<file path="src/spm_lock_pkg.sv">
// package: register map, field layout and timing constants of the store gate and lock logic
// Overview of operation
// - control register at 0x57, resets zero
// - enable arms program store for four cycles
// - enable plus command bit: special store
// - enable alone: store word into buffer
// - pointer lsb ignored for buffer word
// - enable clears on completion or timeout (here a control write in that same cycle leaves it set)
// - enable stays set during erase/write
// - only five low patterns accepted
// - lock bit one unprogrammed, zero programmed
// - only chip erase returns lock bits (here reset also reloads them all to one)
// - memory lock mode 1: no locking
// - mode 2: no programming, fuses locked
// - mode 3: no program/verify, locks locked
// - app mode 1: no restriction
// - app low zero: block stores to app
// - app high zero: block boot reads app
// - app high zero: irq off in app
// - boot mode 1: no restriction
// - boot low zero: block stores to boot
// - boot high zero: block app reads boot
// - boot high zero: irq off in boot
package spm_lock_pkg;
  // ==========================================
  // register map
  localparam logic [11:0] CTRL_ADDR = 12'h15C;
  localparam logic [11:0] LOCK_ADDR = 12'h160;
  localparam logic [11:0] STAT_ADDR = 12'h164;
  localparam logic [11:0] CFG_ADDR = 12'h168;
  localparam logic [7:0] CTRL_RESET = 8'h00;
  localparam logic [7:0] LOCK_RESET = 8'hFF;
  // ==========================================
  // control fields
  localparam int EN_BIT = 0;
  localparam int ERS_BIT = 1;
  localparam int WRT_BIT = 2;
  localparam int LBS_BIT = 3;
  localparam int RWW_BIT = 4;
  localparam int SIG_BIT = 5;
  localparam int IE_BIT = 7;
  localparam logic [4:0] PAT_STORE = 5'h01;
  localparam logic [4:0] PAT_ERASE = 5'h03;
  localparam logic [4:0] PAT_WRITE = 5'h05;
  localparam logic [4:0] PAT_LOCK = 5'h09;
  localparam logic [4:0] PAT_RWW = 5'h11;
  localparam logic [7:0] CTRL_KEEP_MASK = 8'hE0;
  // ==========================================
  // lock byte fields
  localparam int MEM_LO = 0;
  localparam int MEM_HI = 1;
  localparam int APP_LO = 2;
  localparam int APP_HI = 3;
  localparam int BOOT_LO = 4;
  localparam int BOOT_HI = 5;
  localparam logic [7:0] LOCK_USED_MASK = 8'h3F;
  localparam logic [7:0] BOOT_LOCKS_MASK = 8'h3C;
  // ==========================================
  // timing
  localparam int ARM_WINDOW_CYC = 4;
  localparam logic [2:0] ARM_CNT_INIT = 3'(ARM_WINDOW_CYC);
  localparam logic [31:0] ERR_NONE = 32'h0000_0000;
  typedef enum logic [3:0] {
    ST_IDLE = 4'b0001,
    ST_ARMED = 4'b0010,
    ST_BUSY = 4'b0100,
    ST_LOCKW = 4'b1000
  } gate_state_e;
  typedef struct packed {
    logic valid;
    logic from_boot;
    logic [15:0] zptr;
    logic [15:0] data;
  } store_req_s;
  typedef struct packed {
    logic store;
    logic erase;
    logic write;
    logic lock;
    logic rww;
    logic [14:0] word_addr;
    logic [15:0] data;
  } flash_cmd_s;
endpackage

</file>
<file path="src/spm_lock_gate.sv">
// module: store window gate, lock byte and section access protection
//
// Decided for this implementation: the register addresses and the APB register port.
`timescale 1ns/100ps
module spm_lock_gate
  import spm_lock_pkg::*;
#(
  parameter int BOOT_START_WORD = 14336
)
(
  input wire logic pclk,
  input wire logic presetn,
  input wire logic psel,
  input wire logic penable,
  input wire logic pwrite,
  input wire logic [11:0] paddr,
  input wire logic [31:0] pwdata,
  input wire logic [3:0] pstrb,
  output logic [31:0] prdata,
  output logic pready,
  output logic pslverr,
  input wire spm_lock_pkg::store_req_s store_req,
  output logic store_refused,
  output spm_lock_pkg::flash_cmd_s flash_cmd,
  input wire logic flash_busy,
  input wire logic chip_erase,
  input wire logic load_req,
  input wire logic load_from_boot,
  input wire logic [15:0] load_zptr,
  output logic load_block,
  input wire logic exec_in_boot,
  input wire logic vectors_in_boot,
  output logic irq_hold_off,
  input wire logic prog_write_req,
  output logic prog_write_block,
  output logic prog_verify_block,
  output logic fuse_locked,
  output logic boot_locks_locked
);
  import spm_lock_pkg::*;

  initial
  begin
    if (BOOT_START_WORD < 1 || BOOT_START_WORD > 32767)
      $error("boot start out of range");
  end

  // ==========================================
  // helpers
  function automatic logic in_boot(input logic [15:0] z);
    in_boot = ({1'b0, z[15:1]} >= 16'(BOOT_START_WORD));
  endfunction

  gate_state_e state_q;
  logic [7:0] ctrl_q;
  logic [7:0] lock_q;
  logic [2:0] arm_cnt_q;
  logic [31:0] refuse_cnt_q;
  logic [4:0] low_w;
  logic pat_ok;
  logic wr_en;
  logic busy_done;
  logic ctrl_wr;
  logic store_fire, store_block, tgt_boot;

  assign wr_en = psel && penable && pwrite;
  // flash raises busy one cycle after the command pulse
  assign busy_done = !flash_busy && !flash_cmd.erase && !flash_cmd.write;
  assign ctrl_wr = wr_en && paddr == CTRL_ADDR && pstrb[0];
  assign low_w = pwdata[4:0];
  assign pat_ok = low_w == PAT_STORE || low_w == PAT_ERASE || low_w == PAT_WRITE
    || low_w == PAT_LOCK || low_w == PAT_RWW;
  assign pready = 1'b1;
  assign pslverr = psel && penable && !(paddr == CTRL_ADDR || paddr == LOCK_ADDR
    || paddr == STAT_ADDR || paddr == CFG_ADDR);

  // ==========================================
  // protection decode
  assign tgt_boot = in_boot(store_req.zptr);
  assign store_block = tgt_boot ? !lock_q[BOOT_LO] : !lock_q[APP_LO];
  assign store_fire = store_req.valid && state_q == ST_ARMED;
  assign store_refused = store_fire && store_block && !ctrl_q[LBS_BIT] && !ctrl_q[RWW_BIT];
  assign load_block = load_req && (in_boot(load_zptr)
    ? (!load_from_boot && !lock_q[BOOT_HI])
    : (load_from_boot && !lock_q[APP_HI]));
  assign irq_hold_off = (vectors_in_boot && !exec_in_boot && !lock_q[APP_HI])
    || (!vectors_in_boot && exec_in_boot && !lock_q[BOOT_HI]);
  assign prog_write_block = prog_write_req && !lock_q[MEM_LO];
  assign prog_verify_block = !lock_q[MEM_LO] && !lock_q[MEM_HI];
  assign fuse_locked = !lock_q[MEM_LO];
  assign boot_locks_locked = !lock_q[MEM_LO] && !lock_q[MEM_HI];

  // ==========================================
  // gate state
  always_ff @(posedge pclk or negedge presetn)
  begin
    if (!presetn)
    begin
      state_q <= ST_IDLE;
      arm_cnt_q <= 3'h0;
    end
    else
    begin
      case (state_q)
        ST_IDLE:
        begin
          if (ctrl_wr && pat_ok && !flash_busy)
          begin
            state_q <= ST_ARMED;
            arm_cnt_q <= ARM_CNT_INIT;
          end
        end
        ST_ARMED:
        begin
          if (store_fire)
            state_q <= ((ctrl_q[ERS_BIT] || ctrl_q[WRT_BIT]) && !store_block) ? ST_BUSY
              : ST_IDLE;
          else if (arm_cnt_q == 3'h1)
            state_q <= ST_IDLE;
          else
            arm_cnt_q <= arm_cnt_q - 3'h1;
        end
        ST_BUSY:
        begin
          if (busy_done)
            state_q <= ST_IDLE;
        end
        default:
          state_q <= ST_IDLE;
      endcase
    end
  end

  // ==========================================
  // control register
  always_ff @(posedge pclk or negedge presetn)
  begin
    if (!presetn)
      ctrl_q <= CTRL_RESET;
    else if (ctrl_wr)
    begin
      ctrl_q[7:5] <= pwdata[7:5];
      if (pat_ok && state_q == ST_IDLE && !flash_busy)
        ctrl_q[4:0] <= low_w;
    end
    else if (state_q == ST_ARMED && (store_fire ? !((ctrl_q[ERS_BIT] || ctrl_q[WRT_BIT])
      && !store_block) : arm_cnt_q == 3'h1))
      ctrl_q[4:0] <= 5'h00;
    else if (state_q == ST_BUSY && busy_done)
      ctrl_q[4:0] <= 5'h00;
  end

  // ==========================================
  // lock byte
  always_ff @(posedge pclk or negedge presetn)
  begin
    if (!presetn)
      lock_q <= LOCK_RESET;
    else if (chip_erase)
      lock_q <= LOCK_RESET;
    else if (store_fire && ctrl_q[LBS_BIT])
      lock_q <= lock_q & (store_req.data[7:0] | ~LOCK_USED_MASK
        | (boot_locks_locked ? BOOT_LOCKS_MASK : 8'h00));
  end

  // ==========================================
  // flash command out
  always_ff @(posedge pclk or negedge presetn)
  begin
    if (!presetn)
      flash_cmd <= '0;
    else
    begin
      flash_cmd.store <= store_fire && ctrl_q[4:0] == PAT_STORE && !store_block;
      flash_cmd.erase <= store_fire && ctrl_q[ERS_BIT] && !store_block;
      flash_cmd.write <= store_fire && ctrl_q[WRT_BIT] && !store_block;
      flash_cmd.lock <= store_fire && ctrl_q[LBS_BIT];
      flash_cmd.rww <= store_fire && ctrl_q[RWW_BIT];
      if (store_fire)
      begin
        flash_cmd.word_addr <= store_req.zptr[15:1];
        flash_cmd.data <= store_req.data;
      end
    end
  end

  always_ff @(posedge pclk or negedge presetn)
  begin
    if (!presetn)
      refuse_cnt_q <= ERR_NONE;
    else if (wr_en && paddr == STAT_ADDR)
      refuse_cnt_q <= ERR_NONE;
    else if (store_refused)
      refuse_cnt_q <= refuse_cnt_q + 32'h1;
  end

  // ==========================================
  // read data
  always_ff @(posedge pclk or negedge presetn)
  begin
    if (!presetn)
      prdata <= 32'h0;
    else if (psel && !penable && !pwrite)
    begin
      case (paddr)
        CTRL_ADDR: prdata <= {24'h0, ctrl_q};
        LOCK_ADDR: prdata <= {24'h0, lock_q};
        STAT_ADDR: prdata <= refuse_cnt_q;
        CFG_ADDR: prdata <= {28'h0, state_q};
        default: prdata <= 32'h0;
      endcase
    end
  end

  // ==========================================
  // checks
  property p_arm_window;
    @(posedge pclk) disable iff (!presetn)
    (state_q == ST_IDLE && ctrl_wr && pat_ok && !flash_busy) |=> state_q == ST_ARMED;
  endproperty
  a_arm_window: assert property (p_arm_window) else $error("arm failed");
  property p_timeout;
    @(posedge pclk) disable iff (!presetn)
    (state_q == ST_ARMED && !store_req.valid)[*4] |=> state_q == ST_IDLE;
  endproperty
  a_timeout: assert property (p_timeout) else $error("window stayed open");
  property p_busy_en;
    @(posedge pclk) disable iff (!presetn)
    state_q == ST_BUSY |-> ctrl_q[EN_BIT];
  endproperty
  a_busy_en: assert property (p_busy_en) else $error("enable dropped in busy");
  property p_bad_pat;
    @(posedge pclk) disable iff (!presetn)
    (ctrl_wr && !pat_ok && state_q == ST_IDLE) |=> $stable(ctrl_q[4:0]);
  endproperty
  a_bad_pat: assert property (p_bad_pat) else $error("bad pattern took effect");
  property p_lock_mono;
    @(posedge pclk) disable iff (!presetn)
    !$past(chip_erase) |-> ((lock_q & ~$past(lock_q)) == 8'h00);
  endproperty
  a_lock_mono: assert property (p_lock_mono) else $error("lock bit erased");
  property p_app_store;
    @(posedge pclk) disable iff (!presetn)
    (store_fire && !tgt_boot && !lock_q[APP_LO] && ctrl_q[4:0] == PAT_STORE) |=> !flash_cmd.store;
  endproperty
  a_app_store: assert property (p_app_store) else $error("app store passed");
  property p_boot_store;
    @(posedge pclk) disable iff (!presetn)
    (store_fire && tgt_boot && !lock_q[BOOT_LO]) |=> !flash_cmd.erase && !flash_cmd.write;
  endproperty
  a_boot_store: assert property (p_boot_store) else $error("boot store passed");
  property p_addr;
    @(posedge pclk) disable iff (!presetn)
    store_fire |=> flash_cmd.word_addr == $past(store_req.zptr[15:1]);
  endproperty
  a_addr: assert property (p_addr) else $error("word address wrong");
  c_store: cover property (@(posedge pclk) disable iff (!presetn) flash_cmd.store);
  c_erase: cover property (@(posedge pclk) disable iff (!presetn) state_q == ST_BUSY);
  c_refuse: cover property (@(posedge pclk) disable iff (!presetn) store_refused);
endmodule

</file>
<file path="config.mk">
export PLATFORM = sky130hd
export DESIGN_NAME = spm_lock_gate
export DESIGN_NICKNAME = d
export VERILOG_FILES = /design/src/spm_lock_pkg.sv /design/src/spm_lock_gate.sv
export SDC_FILE = /design/constraint.sdc
export NUM_CORES = 1
export LEC_CHECK = 0
export BUFFER_PORTS_ARGS = -buffer_cell sky130_fd_sc_hd__clkbuf_2
export CELL_PAD_IN_SITES_DETAIL_PLACEMENT = 0
export CELL_PAD_IN_SITES_GLOBAL_PLACEMENT = 2
export CORE_MARGIN = 5
export CORE_UTILIZATION = 28
export DETAILED_ROUTE_END_ITERATION = 12
export GPL_TIMING_DRIVEN = 0
export PLACE_DENSITY_LB_ADDON = 0.15
export SLEW_MARGIN = 20
export SYNTH_ARGS = -nofsm -noshare
export SYNTH_HDL_FRONTEND = slang
export SYNTH_SLANG_ARGS = --single-unit
</file>
<file path="constraint.sdc">
create_clock -name pclk -period 3.6 [get_ports pclk]
set_input_delay 0.54 -clock pclk [delete_from_list [all_inputs] [get_ports pclk]]
set_output_delay 0.54 -clock pclk [all_outputs]
set_load 0.005 [all_outputs]
</file>
# Yosys cells after proc, flatten, opt, wreduce, memory -nomap -nowiden

Index checks and enable logic that the tools add are counted.

$add $sub $neg: 2
Muxes and demuxes: 23
Bitwise operators: 2
Eq/ne operators: 20
Divide/modulo/power cells: 0
Reduce and logical (&&, ||, !) cells: 73
Shift operators: 0
Magnitude comparators: 2
Multiply operators: 0

Operators with widths:

| cell                                                   | count |
|---|---|
| one-hot mux 32 bit (4 select lines)                    | 1 |
| two-way mux 32 bit                                     | 2 |
| == test 12 x 9 -> 1 bit (second input constant)        | 4 |
| logical AND 1 bit                                      | 38 |
| adder 32 x 1 -> 32 bit (second input constant)         | 1 |
| >= comparator 15 x 14 -> 1 bit (second input constant) | 2 |
| two-way mux 5 bit                                      | 4 |
| logical NOT 1 bit                                      | 19 |
| two-way mux 4 bit                                      | 4 |
| two-way mux 8 bit                                      | 2 |
| two-way mux 3 bit                                      | 4 |
| one-hot mux 4 bit (3 select lines)                     | 1 |
| == test 5 x 1 -> 1 bit (second input constant)         | 2 |
| logical OR 1 bit                                       | 9 |
| AND 8 bit                                              | 1 |
| != test 2 bit (second input constant)                  | 4 |
| OR 8 x 6 -> 8 bit                                      | 1 |
| two-way mux 6 bit                                      | 1 |
| one-hot mux 3 bit (2 select lines)                     | 1 |
| nonzero test 2 bit                                     | 3 |
| == test 5 x 2 -> 1 bit (second input constant)         | 1 |
| == test 5 x 3 -> 1 bit (second input constant)         | 1 |
| == test 5 x 4 -> 1 bit (second input constant)         | 1 |
| == test 5 bit (second input constant)                  | 1 |
| 12 further kinds                                       | 14 |

Bits in writable memories: 0
Word-level logic and storage cells: 136
Output and inout bits: 77
Memories: 0
Bits in registers: 123
Latch bits: 0
Memory bits (read-only): 0

# Longest topological paths before layout

Depth in word-level cells: 9
Mapped depth: 7
Depth with buffers taken out: 6

# Least setup slack after synthesis

Ideal clock, no wire load.

Path type: input to register
From: input store_req[29] (netlist name)
To: register refuse_cnt_q[29]
Setup slack: 1234 ps
Cell stages on the path: 6
Data arrival time: 2288 ps
Path buffers: 1
Library setup time: 78 ps
Path through: a31oi_1 > mux2_4 > or4_1 > buf_2 > or3_1 > a21oi_1

Longest elaborated chain between the ends: 6

RTL lines:

| what                                | line                 | RTL |
|---|---|---|
| start, declared                     | spm_lock_gate.sv:22  | `input wire spm_lock_pkg::store_req_s store_req,` |
| >= comparator 15 x 14 -> 1 bit      | spm_lock_gate.sv:51  | `in_boot = ({1'b0, z[15:1]} >= 16'(BOOT_START_WORD));` |
| two-way mux 1 bit                   | spm_lock_gate.sv:80  | `assign store_block = tgt_boot ? !lock_q[BOOT_LO] : !lock_q[APP_LO];` |
| logical AND 1 bit (3 in series)     | spm_lock_gate.sv:82  | `assign store_refused = store_fire && store_block && !ctrl_q[LBS_BIT] && !ctrl_q[RWW_BIT];` |
| nonzero test 2 bit (no source line) | -                    |  |
| end signal, assigned                | spm_lock_gate.sv:194 | `refuse_cnt_q <= refuse_cnt_q + 32'h1;` |
| end, declared                       | spm_lock_gate.sv:58  | `logic [31:0] refuse_cnt_q;` |

No other way between the ends.
A chain may end at the register's enable or synchronous reset.

# Worst setup path in the final report

From: input store_req[29] (netlist name)
To: output store_refused

Longest elaborated chain between the ends: 5

RTL lines:

| what                            | line                | RTL |
|---|---|---|
| >= comparator 15 x 14 -> 1 bit  | spm_lock_gate.sv:51 |  |
| two-way mux 1 bit               | spm_lock_gate.sv:80 |  |
| logical AND 1 bit (3 in series) | spm_lock_gate.sv:82 |  |
| end, declared                   | spm_lock_gate.sv:23 | `output logic store_refused,` |

No other way between the ends.

==> impl.org <==
** Outcome
- The run finished with clean final reports.

** Setup path
- CP Capture Type :: output pin
- The slowest stage of the critical path belongs to the cell sky130_fd_sc_hd__a31oi_1.
- WP data arrival :: approximately 2.3 ns
- The critical path is of the input port to output pin type.
- CP most frequent cell :: sky130_fd_sc_hd__clkbuf_2
- For this run, the slowest stage of the critical path takes 0.43 ns.
- Nature of the critical path startpoint :: input port
- On the critical path the largest part of the delay comes from buffers and inverters.
- At the worst endpoint, the required time is 3.06 ns.
- The critical path starts at store_req[29].
- Sequence of cells on the critical path :: clkbuf_2 > a31oi_1 > mux2_4 > clkbuf_1 > nor2_1 > clkbuf_2
- R2R Path Start :: state_q[1]$_DFFE_PN0P_
- Worst-path fanout max :: 10
- The critical path contains buffers and inverters numbering 3 combined.

** Logic synthesis
- Yosys attributes the largest share of cell area to sky130_fd_sc_hd__dfrtp_1, sky130_fd_sc_hd__mux2_2, sky130_fd_sc_hd__a22o_1, sky130_fd_sc_hd__dfstp_2, sky130_fd_sc_hd__o21ai_0.
- Number of enable-type register cells in the synthesized netlist :: 0
- For this run, asynchronously set or reset flops after synthesis account for between 90% and 100%.
- The most used flip-flop cell after synthesis is sky130_fd_sc_hd__dfrtp_1.
- Combinational family with the most area after synthesis :: simple AND/OR/NAND/NOR gates
- Syn_nets :: approximately 600
- The share of the Yosys chip area taken by registers is 54.4%.
- The synthesized netlist devotes 2.67% of its cell area to XOR and XNOR gates.
- Post-Synth Adder-Cell Area :: 0.851%
- Synth Area in Simple Gates :: 18.7%
- Yosys printed 0 warnings.
- Top cell type's share of synthesized area :: 50.6%
- Synthesized area per cell :: 11.2 um^2
- Mapped Cells :: between 500 and 600
- In this run, distinct cell masters in the synthesized netlist total 58.
- Synthesized cell area :: about 5600 um^2
- The synthesized netlist devotes 12.6% of its cell area to compound gates.
- Largest area contributor in the synthesized netlist :: sky130_fd_sc_hd__dfrtp_1
- Flip-flop and latch count after synthesis :: 121
- Proportion of synthesized area in mux cells :: 7.91%

** STA
- Hold WS :: 0.0353 ns
- Setup violations remaining at the end of the flow were counted as 0.
- Slew of the pin with the lowest slew margin :: 0.815 ns
- Remaining max-slew budget at the tightest pin :: 45.2%
- Derived from the worst setup path, the maximum achievable clock frequency is about 350 MHz.
- Post-route clock period utilization :: 78.3%
- Final hold violation count :: 0
- Setup slack of the critical path after layout :: 0.781 ns
- Time the final worst path needs with I/O delays and setup :: 2.82 ns
- Final number of max-transition violations :: 0
- On the final layout, the worst clock skew is 0.00687 ns.
- Adding up every negative setup slack in the final design gives 0 ns.
- Setup repair after global routing left no endpoint under its margin.

** Layout
- The sequential cells in the finished layout cover a total of about 3000 um^2.
- Antenna fix cells :: 0
- Final net count :: 777
- Compared with the post-synthesis result, the final layout area differs by 30.1%.
- The multi-input combinational cells in the finished layout cover a total of 2390 um^2.
- Cell area after layout :: 7270 um^2
- At the end of the flow the core is filled with cells to 37.2%.
- Counting the fill cells in the layout gives 1998.
- The post-route netlist has 35.2% of its cells at a drive strength greater than 1.
- Once layout is complete, the cells apart from fillers number 942.

** GRT
- The initial antenna violation count was 0.
- The via count of the first global-routing pass is 4890.
- Maximum number of pins on one net before global-route repair :: between 80 and 90
- For this run the aggregate overflow at the end of global routing stands at 0.
- Global routing used 15.0% of the available tracks.
- Global routing used roughly 20% of the available met1 tracks.
- Met2 routing resource usage after global routing :: 23.2%
- Wire length of the first global-routing pass :: 26.5 mm
- Met3 usage in global routing :: 4.88%
- met2 is the most crowded layer.

** Pwr
- Switch share :: roughly a quarter
- Pwr Total :: around 3.2 mW
- Cell internal power dissipation :: 2.46 mW
- IR analysis of the VDD net gives a maximum drop of 0.309 mV.
- Summed over all cells, the static leakage comes to 3.41 nW.
- Combinational cells account for 4.2% of the total power.
- Of the total power, the clock network draws 52.9%.
- Net switching power figure :: ~760 uW
- Sequential cells account for 42.9% of the total power.
- In this run the power density over the cells is 443 nW/um^2.

** Placement
- Half-perimeter wire length of the detailed placement result :: 12.1 mm
- Placed Area :: 6670 um^2
- After detailed placement, the design holds a cell count of 910.
- Final estimated routing congestion in global placement :: 0.745
- Before CTS, the worst setup slack after placement is 0.645 ns.
- In this run the tool buffered the top-level ports with 143 buffer cells.

** Clocking
- For this design, the sink count on the clock tree is 121.
- Clock-pin slew was measured on the worst setup and hold paths at 0.06 ns.
- H-tree level count :: 4
- Number of buffers created by CTS :: 17
- # resized after CTS :: 0
- Clock latency on the worst-skew pair, taken at its later pin, is 0.42 ns.
- Largest buffer count on any clock path :: 2
- CTS Root Buffer Type :: sky130_fd_sc_hd__clkbuf_16
- The number of hold buffers added after CTS was 0.
- Clock tree from TritonCTS :: yes
- Post-CTS timing repair inserted 0 buffers for setup.

** Die
- Chip Width :: around 150 um
- For this design the top-level I/O count stands at 187.
- Die ar. :: 22900 um^2
- Core area :: between 15000 and 20000 um^2
- Chip Height :: around 150 um
- Once the floorplan was initialized, standard cells occupied 28.6% of the core.
- Std-Cell Rows :: between 50 and 60

** Drt
- Remaining design rule violation count :: 0
- Detail Route Antenna Nets :: 0
- Summed over all layers, the routed wires come to 16.2 mm.
- In the routed layout, each cell is associated on average with a via count of 4.86.
- For this block, the initial DRC count from the detailed router was 182.
- WL/cell :: 17.2 um
- The pre-antenna-repair detailed-routing pass consisted of 4 iterations.
- The routed layout has 4580 vias.

** Run
- Reported max-cap violation count :: 0

** Worst hold path
- Class of the tightest hold or removal check :: input port to async pin
[metal layers]
layer	share of wire [%]	vias to the layer above	wire length [um]
li1	-	2206	-
met1	44	2240	7210
met2	48	119	7750
met3	6.4	15	1050
met4	1.4	0	232
met5	0	-	0
[flip-flops by register name (all words and copies together), names as in the netlist]
signal,count
arm_cnt_q,3
ctrl_q,8
flash_cmd,36
lock_q,7
prdata,32
refuse_cnt_q,32
state_q,3
[cells in the final DEF, fill, tap and decap left out, drive strengths merged, types with 16 or more instances in the layout]
| cell | n |
|---|---|
| nand2 | 24 |
| nand3 | 18 |
| o21ai | 29 |
| a22o | 28 |
| mux2 | 38 |
| clkbuf | 179 |
| nand4 | 16 |
| dfrtp | 113 |
| a21oi | 19 |
| nor2 | 34 |
[power by group through the flow]
stage	Clock, mW	Combinational (mW)	Sequential [mW]
after floorplan	0	0.0386	1.41
after global placement	0	0.131	1.41
after detailed placement	0	0.139	1.41
after CTS	1.75	0.139	1.38
after global routing	1.82	0.155	1.38
final	1.71	0.134	1.38
[worst paths after layout]
kind / to / slack (ns) / depth (start not counted)
worst max-delay path: store_refused / 0.78 / 6
worst min-delay path: prdata[16]$_DFFE_PN0P_ / 0.04 / 1
worst max register to register: refuse_cnt_q[22]$_DFFE_PN0P_ / 1.19 / 7
worst min register to register: prdata[2]$_DFFE_PN0P_ / 0.49 / 2
max in group asynchronous: lock_q[2]$_DFFE_PN1N_ / 2.80 / 2
min in group pclk: flash_cmd[15]$_DFFE_PN0P_ / 0.35 / 2
[cell usage after synthesis (4+ instances only)]
library cell,instances
sky130_fd_sc_hd__dfrtp_1,113
sky130_fd_sc_hd__mux2_2,37
sky130_fd_sc_hd__nor2_1,34
sky130_fd_sc_hd__o21ai_0,29
sky130_fd_sc_hd__a22o_1,28
sky130_fd_sc_hd__nand2_1,24
sky130_fd_sc_hd__a21oi_1,19
sky130_fd_sc_hd__clkbuf_1,19
sky130_fd_sc_hd__nand3_1,18
sky130_fd_sc_hd__nand4_1,15
sky130_fd_sc_hd__xnor2_1,12
sky130_fd_sc_hd__a22oi_1,11
sky130_fd_sc_hd__inv_1,11
sky130_fd_sc_hd__or3_1,11
sky130_fd_sc_hd__nor3_1,10
sky130_fd_sc_hd__nor4_1,10
sky130_fd_sc_hd__dfstp_2,8
sky130_fd_sc_hd__nand2b_1,8
sky130_fd_sc_hd__and2_1,6
sky130_fd_sc_hd__and4_1,6
sky130_fd_sc_hd__nand4b_1,6
sky130_fd_sc_hd__or4_1,5
sky130_fd_sc_hd__xor2_1,5
sky130_fd_sc_hd__a31oi_1,4
sky130_fd_sc_hd__and3_1,4
sky130_fd_sc_hd__nor3b_1,4
[final cells by class]
cell class	instances	area share, %
Tap cell	265	4.56
Timing Repair Buffer	144	10.3
Clock buffer	17	5.86
Inverter	11	0.568
Buffer	27	1.64
Multi-Input combinational cell	342	32.9
Sequential cell	121	41.8
Clock inverter	15	2.34
[cells by family after synthesis]
| family | count (synthesis) |
|---|---|
| other cells | 1 |
| buf+inv | 38 |
| xor+xnor | 17 |
| flops | 121 |
| simple gates | 177 |
| fa+ha+maj | 4 |
| mux | 39 |
| compound gates | 104 |
Power figures use the tool's default switching activity.
